## config.mk

```make
export PLATFORM = sky130hd
export DESIGN_NAME = tics_top
export DESIGN_NICKNAME = d
export VERILOG_FILES = /design/src/hw/tics_pkg.sv /design/src/hw/tics_vec_if.sv /design/src/hw/tics_top.sv /design/src/hw/tics_vec_enc.sv
export SDC_FILE = /design/constraint.sdc
export NUM_CORES = 1
export LEC_CHECK = 0
export ABC_AREA = 0
export BUFFER_PORTS_ARGS = -buffer_cell sky130_fd_sc_hd__buf_2
export CAP_MARGIN = 20
export CORE_UTILIZATION = 40
export CTS_CLUSTER_SIZE = 10
export DETAILED_ROUTE_END_ITERATION = 12
export GPL_ROUTABILITY_DRIVEN = 0
export GPL_TIMING_DRIVEN = 0
export PLACE_DENSITY_LB_ADDON = 0.05
export SETUP_SLACK_MARGIN = 0.5
export SKIP_CTS_REPAIR_TIMING = 1
export SLEW_MARGIN = 20
export SYNTH_ARGS = -nofsm -noshare
export SYNTH_HDL_FRONTEND = slang
export SYNTH_SLANG_ARGS = --single-unit
```

## constraint.sdc

```tcl
create_clock -name core_clk_i -period 9.8 [get_ports core_clk_i]
set_clock_uncertainty 0.05 [all_clocks]
set_input_delay 0 -clock core_clk_i [delete_from_list [all_inputs] [get_ports core_clk_i]]
set_output_delay 0 -clock core_clk_i [all_outputs]
set_load 0.02 [all_outputs]
```

## src/hw/tics_pkg.sv

```systemverilog
package tics_pkg;

  // register byte offsets on the bus
  localparam logic [7:0] OFS_ONE = 8'h00;
  localparam logic [7:0] OFS_TWO = 8'h04;
  localparam logic [7:0] OFS_SOFT = 8'h08;
  localparam logic [7:0] OFS_HARD = 8'h0c;
  localparam logic [7:0] OFS_PVEC = 8'h10;

  // trap_status_control_one fields
  localparam int unsigned B_NEST = 15;
  localparam int unsigned B_ADDR = 3;
  localparam int unsigned B_STK = 2;
  localparam int unsigned B_OSC = 1;
  // global_enable_and_edge_control fields
  localparam int unsigned B_GEN = 15;
  localparam int unsigned B_TDIS = 14;
  localparam int unsigned B_SWT = 13;
  localparam int unsigned B_AIVT = 8;
  localparam int unsigned N_EXT = 4;
  // soft_trap_status fields
  localparam int unsigned B_BUS = 9;
  localparam int unsigned B_NVM = 8;
  localparam int unsigned B_LOOP = 4;
  localparam int unsigned B_PLL = 0;
  // hard_trap_status fields
  localparam int unsigned B_ECC = 1;
  localparam int unsigned B_SWHT = 0;
  // pending_vector_and_level fields
  localparam int unsigned B_VCAP = 13;

  // implemented bits; everything else ignores writes and reads zero, except B_TDIS, which reads tdis_q, timed_disable_i registered one cycle
  localparam logic [15:0] MASK_ONE = 16'h800e;
  localparam logic [15:0] MASK_TWO = 16'ha10f;
  localparam logic [15:0] MASK_SOFT = 16'h0311;
  localparam logic [15:0] MASK_HARD = 16'h0003;

  // values after reset
  localparam logic [15:0] RST_ONE = 16'h0000;
  localparam logic [15:0] RST_TWO = 16'h8000;
  localparam logic [15:0] RST_SOFT = 16'h0000;
  localparam logic [15:0] RST_HARD = 16'h0000;

  // vector numbers
  localparam int unsigned VEC_OSC = 0;
  localparam int unsigned VEC_ADDR = 1;
  localparam int unsigned VEC_HARD = 2;
  localparam int unsigned VEC_STK = 3;
  localparam int unsigned VEC_MATH = 4;
  localparam int unsigned VEC_SOFT = 6;
  localparam logic [7:0] TRAP_MASK = 8'h5f;
  localparam logic [7:0] VEC_USR_BASE = 8'h08;
  localparam logic [7:0] VEC_RSVD_TOP = 8'hff;

  localparam logic [1:0] RESP_OKAY = 2'h0;
  localparam logic [1:0] RESP_SLVERR = 2'h2;

endpackage

```

## src/hw/tics_vec_if.sv

```systemverilog
`timescale 1ns/1ps
interface tics_vec_if #(
  parameter int unsigned N_SRC = 8
);
  logic [7:0] trap_pend;
  logic [N_SRC-1:0] usr_pend;
  logic [3*N_SRC-1:0] usr_lvl;
  logic hit;
  logic [7:0] vec;
  logic [3:0] lvl;

  modport enc (
    input trap_pend,
    input usr_pend,
    input usr_lvl,
    output hit,
    output vec,
    output lvl
  );

  modport ctl (
    output trap_pend,
    output usr_pend,
    output usr_lvl,
    input hit,
    input vec,
    input lvl
  );
endinterface

```

## src/hw/tics_top.sv

```systemverilog
`timescale 1ns/1ps
module tics_top import tics_pkg::*; #(
  parameter int unsigned N_SRC = 8,
  parameter bit HAS_BUS_CTRL = 1'b1
) (
  input wire logic core_clk_i, // system clock
  input wire logic reset_n_i, // sync reset, active low
  input wire logic [7:0] s_axi_awaddr_i, // write address
  input wire logic s_axi_awvalid_i, // write address valid
  output logic s_axi_awready_o, // write address ready
  input wire logic [31:0] s_axi_wdata_i, // write data
  input wire logic [3:0] s_axi_wstrb_i, // byte strobes
  input wire logic s_axi_wvalid_i, // write data valid
  output logic s_axi_wready_o, // write data ready
  output logic [1:0] s_axi_bresp_o, // write response
  output logic s_axi_bvalid_o, // write response valid
  input wire logic s_axi_bready_i, // write response ready
  input wire logic [7:0] s_axi_araddr_i, // read address
  input wire logic s_axi_arvalid_i, // read address valid
  output logic s_axi_arready_o, // read address ready
  output logic [31:0] s_axi_rdata_o, // read data
  output logic [1:0] s_axi_rresp_o, // read response
  output logic s_axi_rvalid_o, // read data valid
  input wire logic s_axi_rready_i, // read data ready
  input wire logic addr_err_i, // address error trap event
  input wire logic stack_err_i, // stack error trap event
  input wire logic osc_fail_i, // oscillator failure trap event
  input wire logic math_err_i, // math error trap pending
  input wire logic bus_addr_err_i, // bus-controller address soft trap
  input wire logic nvm_addr_err_i, // memory address soft trap
  input wire logic loop_ovf_i, // loop stack overflow soft trap
  input wire logic aux_pll_unlock_i, // aux pll lost lock
  input wire logic dbl_bit_err_i, // ecc double-bit error
  input wire logic sw_hard_trap_i, // software hard trap
  input wire logic timed_disable_i, // timed disable running
  input wire logic [N_EXT-1:0] ext_irq_i, // external interrupt levels
  input wire logic [N_SRC-1:0] irq_pend_i, // enabled user sources pending
  input wire logic [3*N_SRC-1:0] irq_level_i, // 3-bit level per source
  input wire logic interrupt_acknowledge_i, // cpu acknowledge pulse
  output logic irq_req_o, // request to cpu
  output logic [7:0] irq_vector_o, // winning vector
  output logic [3:0] irq_level_o, // winning level
  output logic [N_EXT-1:0] ext_irq_event_o, // detected edges
  output logic alt_vector_table_o, // alternate table select
  output logic nesting_disable_o, // nesting disabled
  output logic software_trap_control_o // software trap enabled
);

  tics_vec_if #(.N_SRC(N_SRC)) vif ();

  tics_vec_enc #(.N_SRC(N_SRC)) u_enc (
    .vif(vif.enc)
  );

  logic awready_q, wready_q, aw_got_q, w_got_q, bvalid_q, arready_q;
  logic rvalid_q, vcap_q, tdis_q, irq_req_q;
  logic [7:0] awaddr_q;
  logic [15:0] wdata_q;
  logic [1:0] wstrb_q, bresp_q, rresp_q;
  logic [31:0] rdata_q;
  logic [15:0] one_q, two_q, soft_q, hard_q;
  logic [7:0] vec_q, irq_vec_q;
  logic [3:0] lvl_q, irq_lvl_q;
  logic [N_EXT-1:0] ext_prev_q, ext_evt_q;
  logic wr_en, rd_hit, wr_hit;
  logic [15:0] wmask, soft_mask, one_ev, soft_ev, hard_ev, rd_word;

  function automatic logic [15:0] merge(input logic [15:0] old,
                                        input logic [15:0] wd,
                                        input logic [15:0] m);
    merge = (old & ~m) | (wd & m);
  endfunction

  assign soft_mask = HAS_BUS_CTRL ? MASK_SOFT
                                  : (MASK_SOFT & ~(16'h0001 << B_BUS));
  assign wr_en = aw_got_q & w_got_q & ~bvalid_q;
  assign wmask = {{8{wstrb_q[1]}}, {8{wstrb_q[0]}}};
  assign wr_hit = (awaddr_q == OFS_ONE) || (awaddr_q == OFS_TWO) ||
                  (awaddr_q == OFS_SOFT) || (awaddr_q == OFS_HARD) ||
                  (awaddr_q == OFS_PVEC);

  // write address channel
  always_ff @(posedge core_clk_i) begin
    if (!reset_n_i) begin
      awready_q <= 1'b1;
      aw_got_q <= 1'b0;
      awaddr_q <= 8'h00;
    end else if (s_axi_awvalid_i && awready_q) begin
      awready_q <= 1'b0;
      aw_got_q <= 1'b1;
      awaddr_q <= {s_axi_awaddr_i[7:2], 2'b00};
    end else if (bvalid_q && s_axi_bready_i) begin
      awready_q <= 1'b1;
      aw_got_q <= 1'b0;
    end
  end

  // write data channel
  always_ff @(posedge core_clk_i) begin
    if (!reset_n_i) begin
      wready_q <= 1'b1;
      w_got_q <= 1'b0;
      wdata_q <= 16'h0000;
      wstrb_q <= 2'h0;
    end else if (s_axi_wvalid_i && wready_q) begin
      wready_q <= 1'b0;
      w_got_q <= 1'b1;
      wdata_q <= s_axi_wdata_i[15:0];
      wstrb_q <= s_axi_wstrb_i[1:0];
    end else if (bvalid_q && s_axi_bready_i) begin
      wready_q <= 1'b1;
      w_got_q <= 1'b0;
    end
  end

  // write response
  always_ff @(posedge core_clk_i) begin
    if (!reset_n_i) begin
      bvalid_q <= 1'b0;
      bresp_q <= RESP_OKAY;
    end else if (wr_en) begin
      bvalid_q <= 1'b1;
      bresp_q <= wr_hit ? RESP_OKAY : RESP_SLVERR;
    end else if (bvalid_q && s_axi_bready_i) begin
      bvalid_q <= 1'b0;
    end
  end

  // hardware events, placed at their flag positions
  always_comb begin
    one_ev = 16'h0000;
    soft_ev = 16'h0000;
    hard_ev = 16'h0000;
    one_ev[B_ADDR] = addr_err_i;
    one_ev[B_STK] = stack_err_i;
    one_ev[B_OSC] = osc_fail_i;
    soft_ev[B_BUS] = bus_addr_err_i & HAS_BUS_CTRL;
    soft_ev[B_NVM] = nvm_addr_err_i;
    soft_ev[B_LOOP] = loop_ovf_i;
    soft_ev[B_PLL] = aux_pll_unlock_i;
    hard_ev[B_ECC] = dbl_bit_err_i;
    hard_ev[B_SWHT] = sw_hard_trap_i;
  end

  // sticky flags: event set wins over a software clear in the same cycle
  always_ff @(posedge core_clk_i) begin
    if (!reset_n_i) begin
      one_q <= RST_ONE;
    end else if (wr_en && awaddr_q == OFS_ONE) begin
      one_q <= merge(one_q, wdata_q, wmask & MASK_ONE) | one_ev;
    end else begin
      one_q <= one_q | one_ev;
    end
  end

  always_ff @(posedge core_clk_i) begin
    if (!reset_n_i) begin
      soft_q <= RST_SOFT;
    end else if (wr_en && awaddr_q == OFS_SOFT) begin
      soft_q <= merge(soft_q, wdata_q, wmask & soft_mask) | soft_ev;
    end else begin
      soft_q <= soft_q | soft_ev;
    end
  end

  always_ff @(posedge core_clk_i) begin
    if (!reset_n_i) begin
      hard_q <= RST_HARD;
    end else if (wr_en && awaddr_q == OFS_HARD) begin
      hard_q <= merge(hard_q, wdata_q, wmask & MASK_HARD) | hard_ev;
    end else begin
      hard_q <= hard_q | hard_ev;
    end
  end

  // enable, software trap, table select and edge polarity
  always_ff @(posedge core_clk_i) begin
    if (!reset_n_i) begin
      two_q <= RST_TWO;
    end else if (wr_en && awaddr_q == OFS_TWO) begin
      two_q <= merge(two_q, wdata_q, wmask & MASK_TWO);
    end
  end

  always_ff @(posedge core_clk_i) begin
    if (!reset_n_i) begin
      vcap_q <= 1'b0;
    end else if (wr_en && awaddr_q == OFS_PVEC && wmask[B_VCAP]) begin
      vcap_q <= wdata_q[B_VCAP];
    end
  end

  always_ff @(posedge core_clk_i) begin
    if (!reset_n_i) begin
      tdis_q <= 1'b0;
    end else begin
      tdis_q <= timed_disable_i;
    end
  end

  // external edge detect, polarity per bit
  always_ff @(posedge core_clk_i) begin
    if (!reset_n_i) begin
      ext_prev_q <= '0;
      ext_evt_q <= '0;
    end else begin
      ext_prev_q <= ext_irq_i;
      ext_evt_q <= (two_q[N_EXT-1:0] & ext_prev_q & ~ext_irq_i) |
                   (~two_q[N_EXT-1:0] & ~ext_prev_q & ext_irq_i);
    end
  end

  // encoder inputs: pending traps from flags and math_err_i, users gated by enable
  always_comb begin
    vif.trap_pend = 8'h00;
    vif.trap_pend[VEC_OSC] = one_q[B_OSC];
    vif.trap_pend[VEC_ADDR] = one_q[B_ADDR];
    vif.trap_pend[VEC_HARD] = |hard_q;
    vif.trap_pend[VEC_STK] = one_q[B_STK];
    vif.trap_pend[VEC_MATH] = math_err_i;
    vif.trap_pend[VEC_SOFT] = |soft_q;
    vif.usr_pend = irq_pend_i & {N_SRC{two_q[B_GEN]}};
    vif.usr_lvl = irq_level_i;
  end

  // vector capture: live or latched at acknowledge
  always_ff @(posedge core_clk_i) begin
    if (!reset_n_i) begin
      vec_q <= 8'h00;
      lvl_q <= 4'h0;
    end else if (vcap_q || interrupt_acknowledge_i) begin
      vec_q <= vif.vec;
      lvl_q <= vif.lvl;
    end
  end

  always_ff @(posedge core_clk_i) begin
    if (!reset_n_i) begin
      irq_req_q <= 1'b0;
      irq_vec_q <= 8'h00;
      irq_lvl_q <= 4'h0;
    end else begin
      irq_req_q <= vif.hit;
      irq_vec_q <= vif.vec;
      irq_lvl_q <= vif.lvl;
    end
  end

  // read mux
  always_comb begin
    rd_word = 16'h0000;
    rd_hit = 1'b1;
    case ({s_axi_araddr_i[7:2], 2'b00})
      OFS_ONE: rd_word = one_q & MASK_ONE;
      OFS_TWO: begin
        rd_word = two_q & MASK_TWO;
        rd_word[B_TDIS] = tdis_q;
      end
      OFS_SOFT: rd_word = soft_q & soft_mask;
      OFS_HARD: rd_word = hard_q & MASK_HARD;
      OFS_PVEC: rd_word = {2'b00, vcap_q, 1'b0, lvl_q, vec_q};
      default: rd_hit = 1'b0;
    endcase
  end

  always_ff @(posedge core_clk_i) begin
    if (!reset_n_i) begin
      arready_q <= 1'b1;
      rvalid_q <= 1'b0;
      rresp_q <= RESP_OKAY;
      rdata_q <= 32'h0000_0000;
    end else if (s_axi_arvalid_i && arready_q) begin
      arready_q <= 1'b0;
      rvalid_q <= 1'b1;
      rresp_q <= rd_hit ? RESP_OKAY : RESP_SLVERR;
      rdata_q <= {16'h0000, rd_word};
    end else if (rvalid_q && s_axi_rready_i) begin
      arready_q <= 1'b1;
      rvalid_q <= 1'b0;
    end
  end

  assign s_axi_awready_o = awready_q;
  assign s_axi_wready_o = wready_q;
  assign s_axi_bvalid_o = bvalid_q;
  assign s_axi_bresp_o = bresp_q;
  assign s_axi_arready_o = arready_q;
  assign s_axi_rvalid_o = rvalid_q;
  assign s_axi_rresp_o = rresp_q;
  assign s_axi_rdata_o = rdata_q;
  assign irq_req_o = irq_req_q;
  assign irq_vector_o = irq_vec_q;
  assign irq_level_o = irq_lvl_q;
  assign ext_irq_event_o = ext_evt_q;
  assign alt_vector_table_o = two_q[B_AIVT];
  assign nesting_disable_o = one_q[B_NEST];
  assign software_trap_control_o = two_q[B_SWT];
endmodule

```

## src/hw/tics_vec_enc.sv

```systemverilog
`timescale 1ns/1ps
module tics_vec_enc import tics_pkg::*; #(
  parameter int unsigned N_SRC = 8
) (
  tics_vec_if.enc vif // pending sources in, winner out
);

  logic trap_hit;
  logic usr_hit;
  logic [7:0] tvec;
  logic [7:0] uidx;
  logic [2:0] best;
  logic [2:0] cur;

  // traps beat users; lowest trap vector wins; reserved codes masked
  always_comb begin
    trap_hit = 1'b0;
    usr_hit = 1'b0;
    tvec = 8'h00;
    uidx = 8'h00;
    best = 3'h0;
    cur = 3'h0;
    for (int i = 7; i >= 0; i--) begin
      if (vif.trap_pend[i] && TRAP_MASK[i]) begin
        trap_hit = 1'b1;
        tvec = 8'(i);
      end
    end
    // level 0 never requests; ties go to the lower vector
    for (int i = N_SRC - 1; i >= 0; i--) begin
      cur = vif.usr_lvl[3*i +: 3];
      if (vif.usr_pend[i] && cur != 3'h0 && cur >= best) begin
        best = cur;
        uidx = 8'(i);
        usr_hit = 1'b1;
      end
    end
  end

  always_comb begin
    vif.hit = trap_hit | usr_hit;
    vif.vec = 8'h00;
    vif.lvl = 4'h0;
    if (trap_hit) begin
      vif.vec = tvec;
      vif.lvl = 4'hf - tvec[3:0];
    end else if (usr_hit) begin
      vif.vec = VEC_USR_BASE + uidx;
      vif.lvl = {1'b0, best};
    end
  end

endmodule

```

==> run metrics <==
Fill cells 1027; Vias 4535; total of warnings raised by yosys 0; # rows 38; clock root buffer clkbuf_8; Final Setup Violations 0; FF+latch count, synth 82; Final Max Slew Viols 0; Routed WL per cell 14.28 um; crit end category flip-flop; Worst slew margin 52.27%; global-route usage over all layers 21.20%; critical path data required time 9990 ps; Clock Pin Slew Worst Setup and Hold Paths 80 ps; I/O pin count 168; distinct cell type count after synthesis 62; power density cells 136.2 nW/um^2; Hold Vio Cnt, Final 0; antenna violations before repair 0; largest net degree at the start of global routing 15; layout cell share with drive strength beyond 1 33.33%; CTS Buf Count 9; # DRC 0; grt total ovfl 0; status finished, final reports clean; Die Y 107.8 um; number of global-route vias before repair 3931; Worst-Skew Late Latency 340 ps; commonest non-fill, non-tap cell in the layout buf_2; footprint of the multi-input gates 2933 sq um; Post-synth ARST share 0%; initial core utilization 41.15%; final hold slack 39.15 ps; fin crit period 9275 ps; placed cell areas 5349 sq um; Peak supply drop 0.00009016 V; final non-filler cell total 902; DP Cell Count 824; hpwl dp 9587 um; CP max stage delay 350 ps; ant diodes 0; Syn Inst Count 548; clock net sink count 82; register area 1645 sq um; RSZ-0062 raised after global routing true; Crit path arrival time 9470 ps; setup TNS 0 ps; most used flip-flop cell after synthesis dfxtp_1; critical path class reg2reg; Hold/Removal Path Class in2reg; EDFF count, synth 0; Worst path slowest cell dfxtp_4; vias per inst 5.028; die area 11630 sq um; Worst Tran Pin Value 716.0 ps; Post-Layout Inst Area 6401 sq um; 1st-iter DRT viols 159; die width 107.8 um; leakage power 2.818 nW; CP max FO 5; total core area 10890 sq um; Synth Area per Inst 8.176 sq um; Final #Nets 877; CTS tree done; Port-buffer cells 111; final worst path period share 94.64%; Max Fclk 107.8 MHz; synthesized cell area 4481 sq um; drt pass-1 iters 5; antenna-violating nets left 0; most frequent cells in the layout buf_2 (111), dfxtp_1 (81), nand2_1 (73), buf_4 (52), nor2_1 (50); Seq/Total Area, Yosys 36.64%; worst path bufs/invs 2; CP dominant cell by count nand2b_4; clock buffer depth 2; H-tree Lvls 3; CP top delay family simple AND/OR/NAND/NOR gates; crit start category flip-flop; global-route wire length before repair 19260 um; Max Cap Viol 0; Area Overhead vs Synth 42.87%; final wirelength 12880 um
-- report_power, final --
group / internal, mW / total (mW) / switching, mW
sequential: 0.349 / 0.361 / 0.0114
clock: 0.125 / 0.247 / 0.122
combinational: 0.129 / 0.265 / 0.135
total: 0.603 / 0.872 / 0.268
-- state kept, by name, indices dropped and copies added (netlist names), 4 cells and up, named ones only --
name and cells:
awaddr_q 6, ext_irq_event_o 4, ext_prev_q 4, irq_level_o 4
irq_vector_o 4, lvl_q 4, s_axi_rdata_o 12, soft_q 4
vec_q 4, wdata_q 9
-- cells in the mapped netlist, drive strengths merged, types with 3 or more instances --
| master | count | area share (%) |
|---|---|---|
| and4 | 3 | 0.64 |
| a21boi | 8 | 1.3 |
| a21oi | 46 | 5.2 |
| a21o | 3 | 0.50 |
| o211ai | 9 | 1.5 |
| inv | 13 | 1.1 |
| o21a | 13 | 2.2 |
| nor2 | 53 | 4.4 |
| a22oi | 4 | 0.67 |
| buf | 30 | 4.9 |
| a31oi | 9 | 1.3 |
| nand2b | 13 | 1.8 |
| mux2 | 16 | 4.2 |
| nand3 | 14 | 1.6 |
| o311a | 5 | 1.1 |
| dfxtp | 82 | 37 |
| mux2i | 13 | 3.0 |
| nor3b | 3 | 0.50 |
| nor2b | 16 | 2.2 |
| and2 | 15 | 2.1 |
| o21ai | 22 | 2.5 |
| clkbuf | 15 | 1.3 |
| nand2 | 77 | 6.5 |
| a22o | 3 | 0.59 |
| and3 | 5 | 0.70 |
| nor3 | 9 | 1.1 |
| nand4 | 4 | 0.56 |
| nor4 | 6 | 0.84 |
| a211oi | 3 | 0.73 |
| ha | 13 | 3.6 |
-- worst min-delay path: stages --
cell	delay (ps)
buf_2	70
nand2_1	150
nand2_1	110
a21oi_1	50
-- cell type report --
| class | instances | area share (%) |
|---|---|---|
| Multi-Input combinational cell | 433 | 45.82 |
| Sequential cell | 82 | 25.70 |
| Timing Repair Buffer | 173 | 17.36 |
| Buffer | 45 | 4.457 |
| Tap cell | 140 | 2.737 |
| Clock buffer | 10 | 2.150 |
| Clock inverter | 6 | 1.016 |
| Inverter | 13 | 0.7623 |
-- stage by stage --
step,worst slack (ps),utilization [%],total power [mW]
6_report,525.1,58.79,0.8719
5_1_grt,56.21,58.79,0.9161
4_1_cts,-626.7,50.99,0.8122
3_5_place_dp,-581.4,49.13,0.5661
3_3_place_gp,-390.8,49.13,0.5610
2_1_floorplan,521.0,-,0.5080
-- worst paths after layout --
kind / depth (start not counted) / from / slack [ps] / to
min: 4 / s_axi_awvalid_i / 40 / awaddr_q[4]
max: 51 / flip-flop / 530 / irq_level_o[1]
max reg2reg: 51 / flip-flop / 530 / irq_level_o[1]
min reg2reg: 2 / s_axi_rdata_o[10] / 410 / s_axi_rdata_o[10]
-- metal layers --
layer	vias to the layer above	GRT usage (%)	part of all wire, %
met2	138	33.61	47
li1	2311	-	-
met4	0	6.067	1.2
met1	2073	29.02	47
met5	-	0	0
met3	13	4.177	5.1
-- logic make-up after synthesis --
kind of cell,share of synthesized area [%]
mux,7.177
buf+inv,7.233
compound gates,21.61
fa+ha+maj,3.630
other cells,0.08370
simple gates,23.43
flops,36.64
xor+xnor,0.1955
Power figures use the tool's default switching activity.
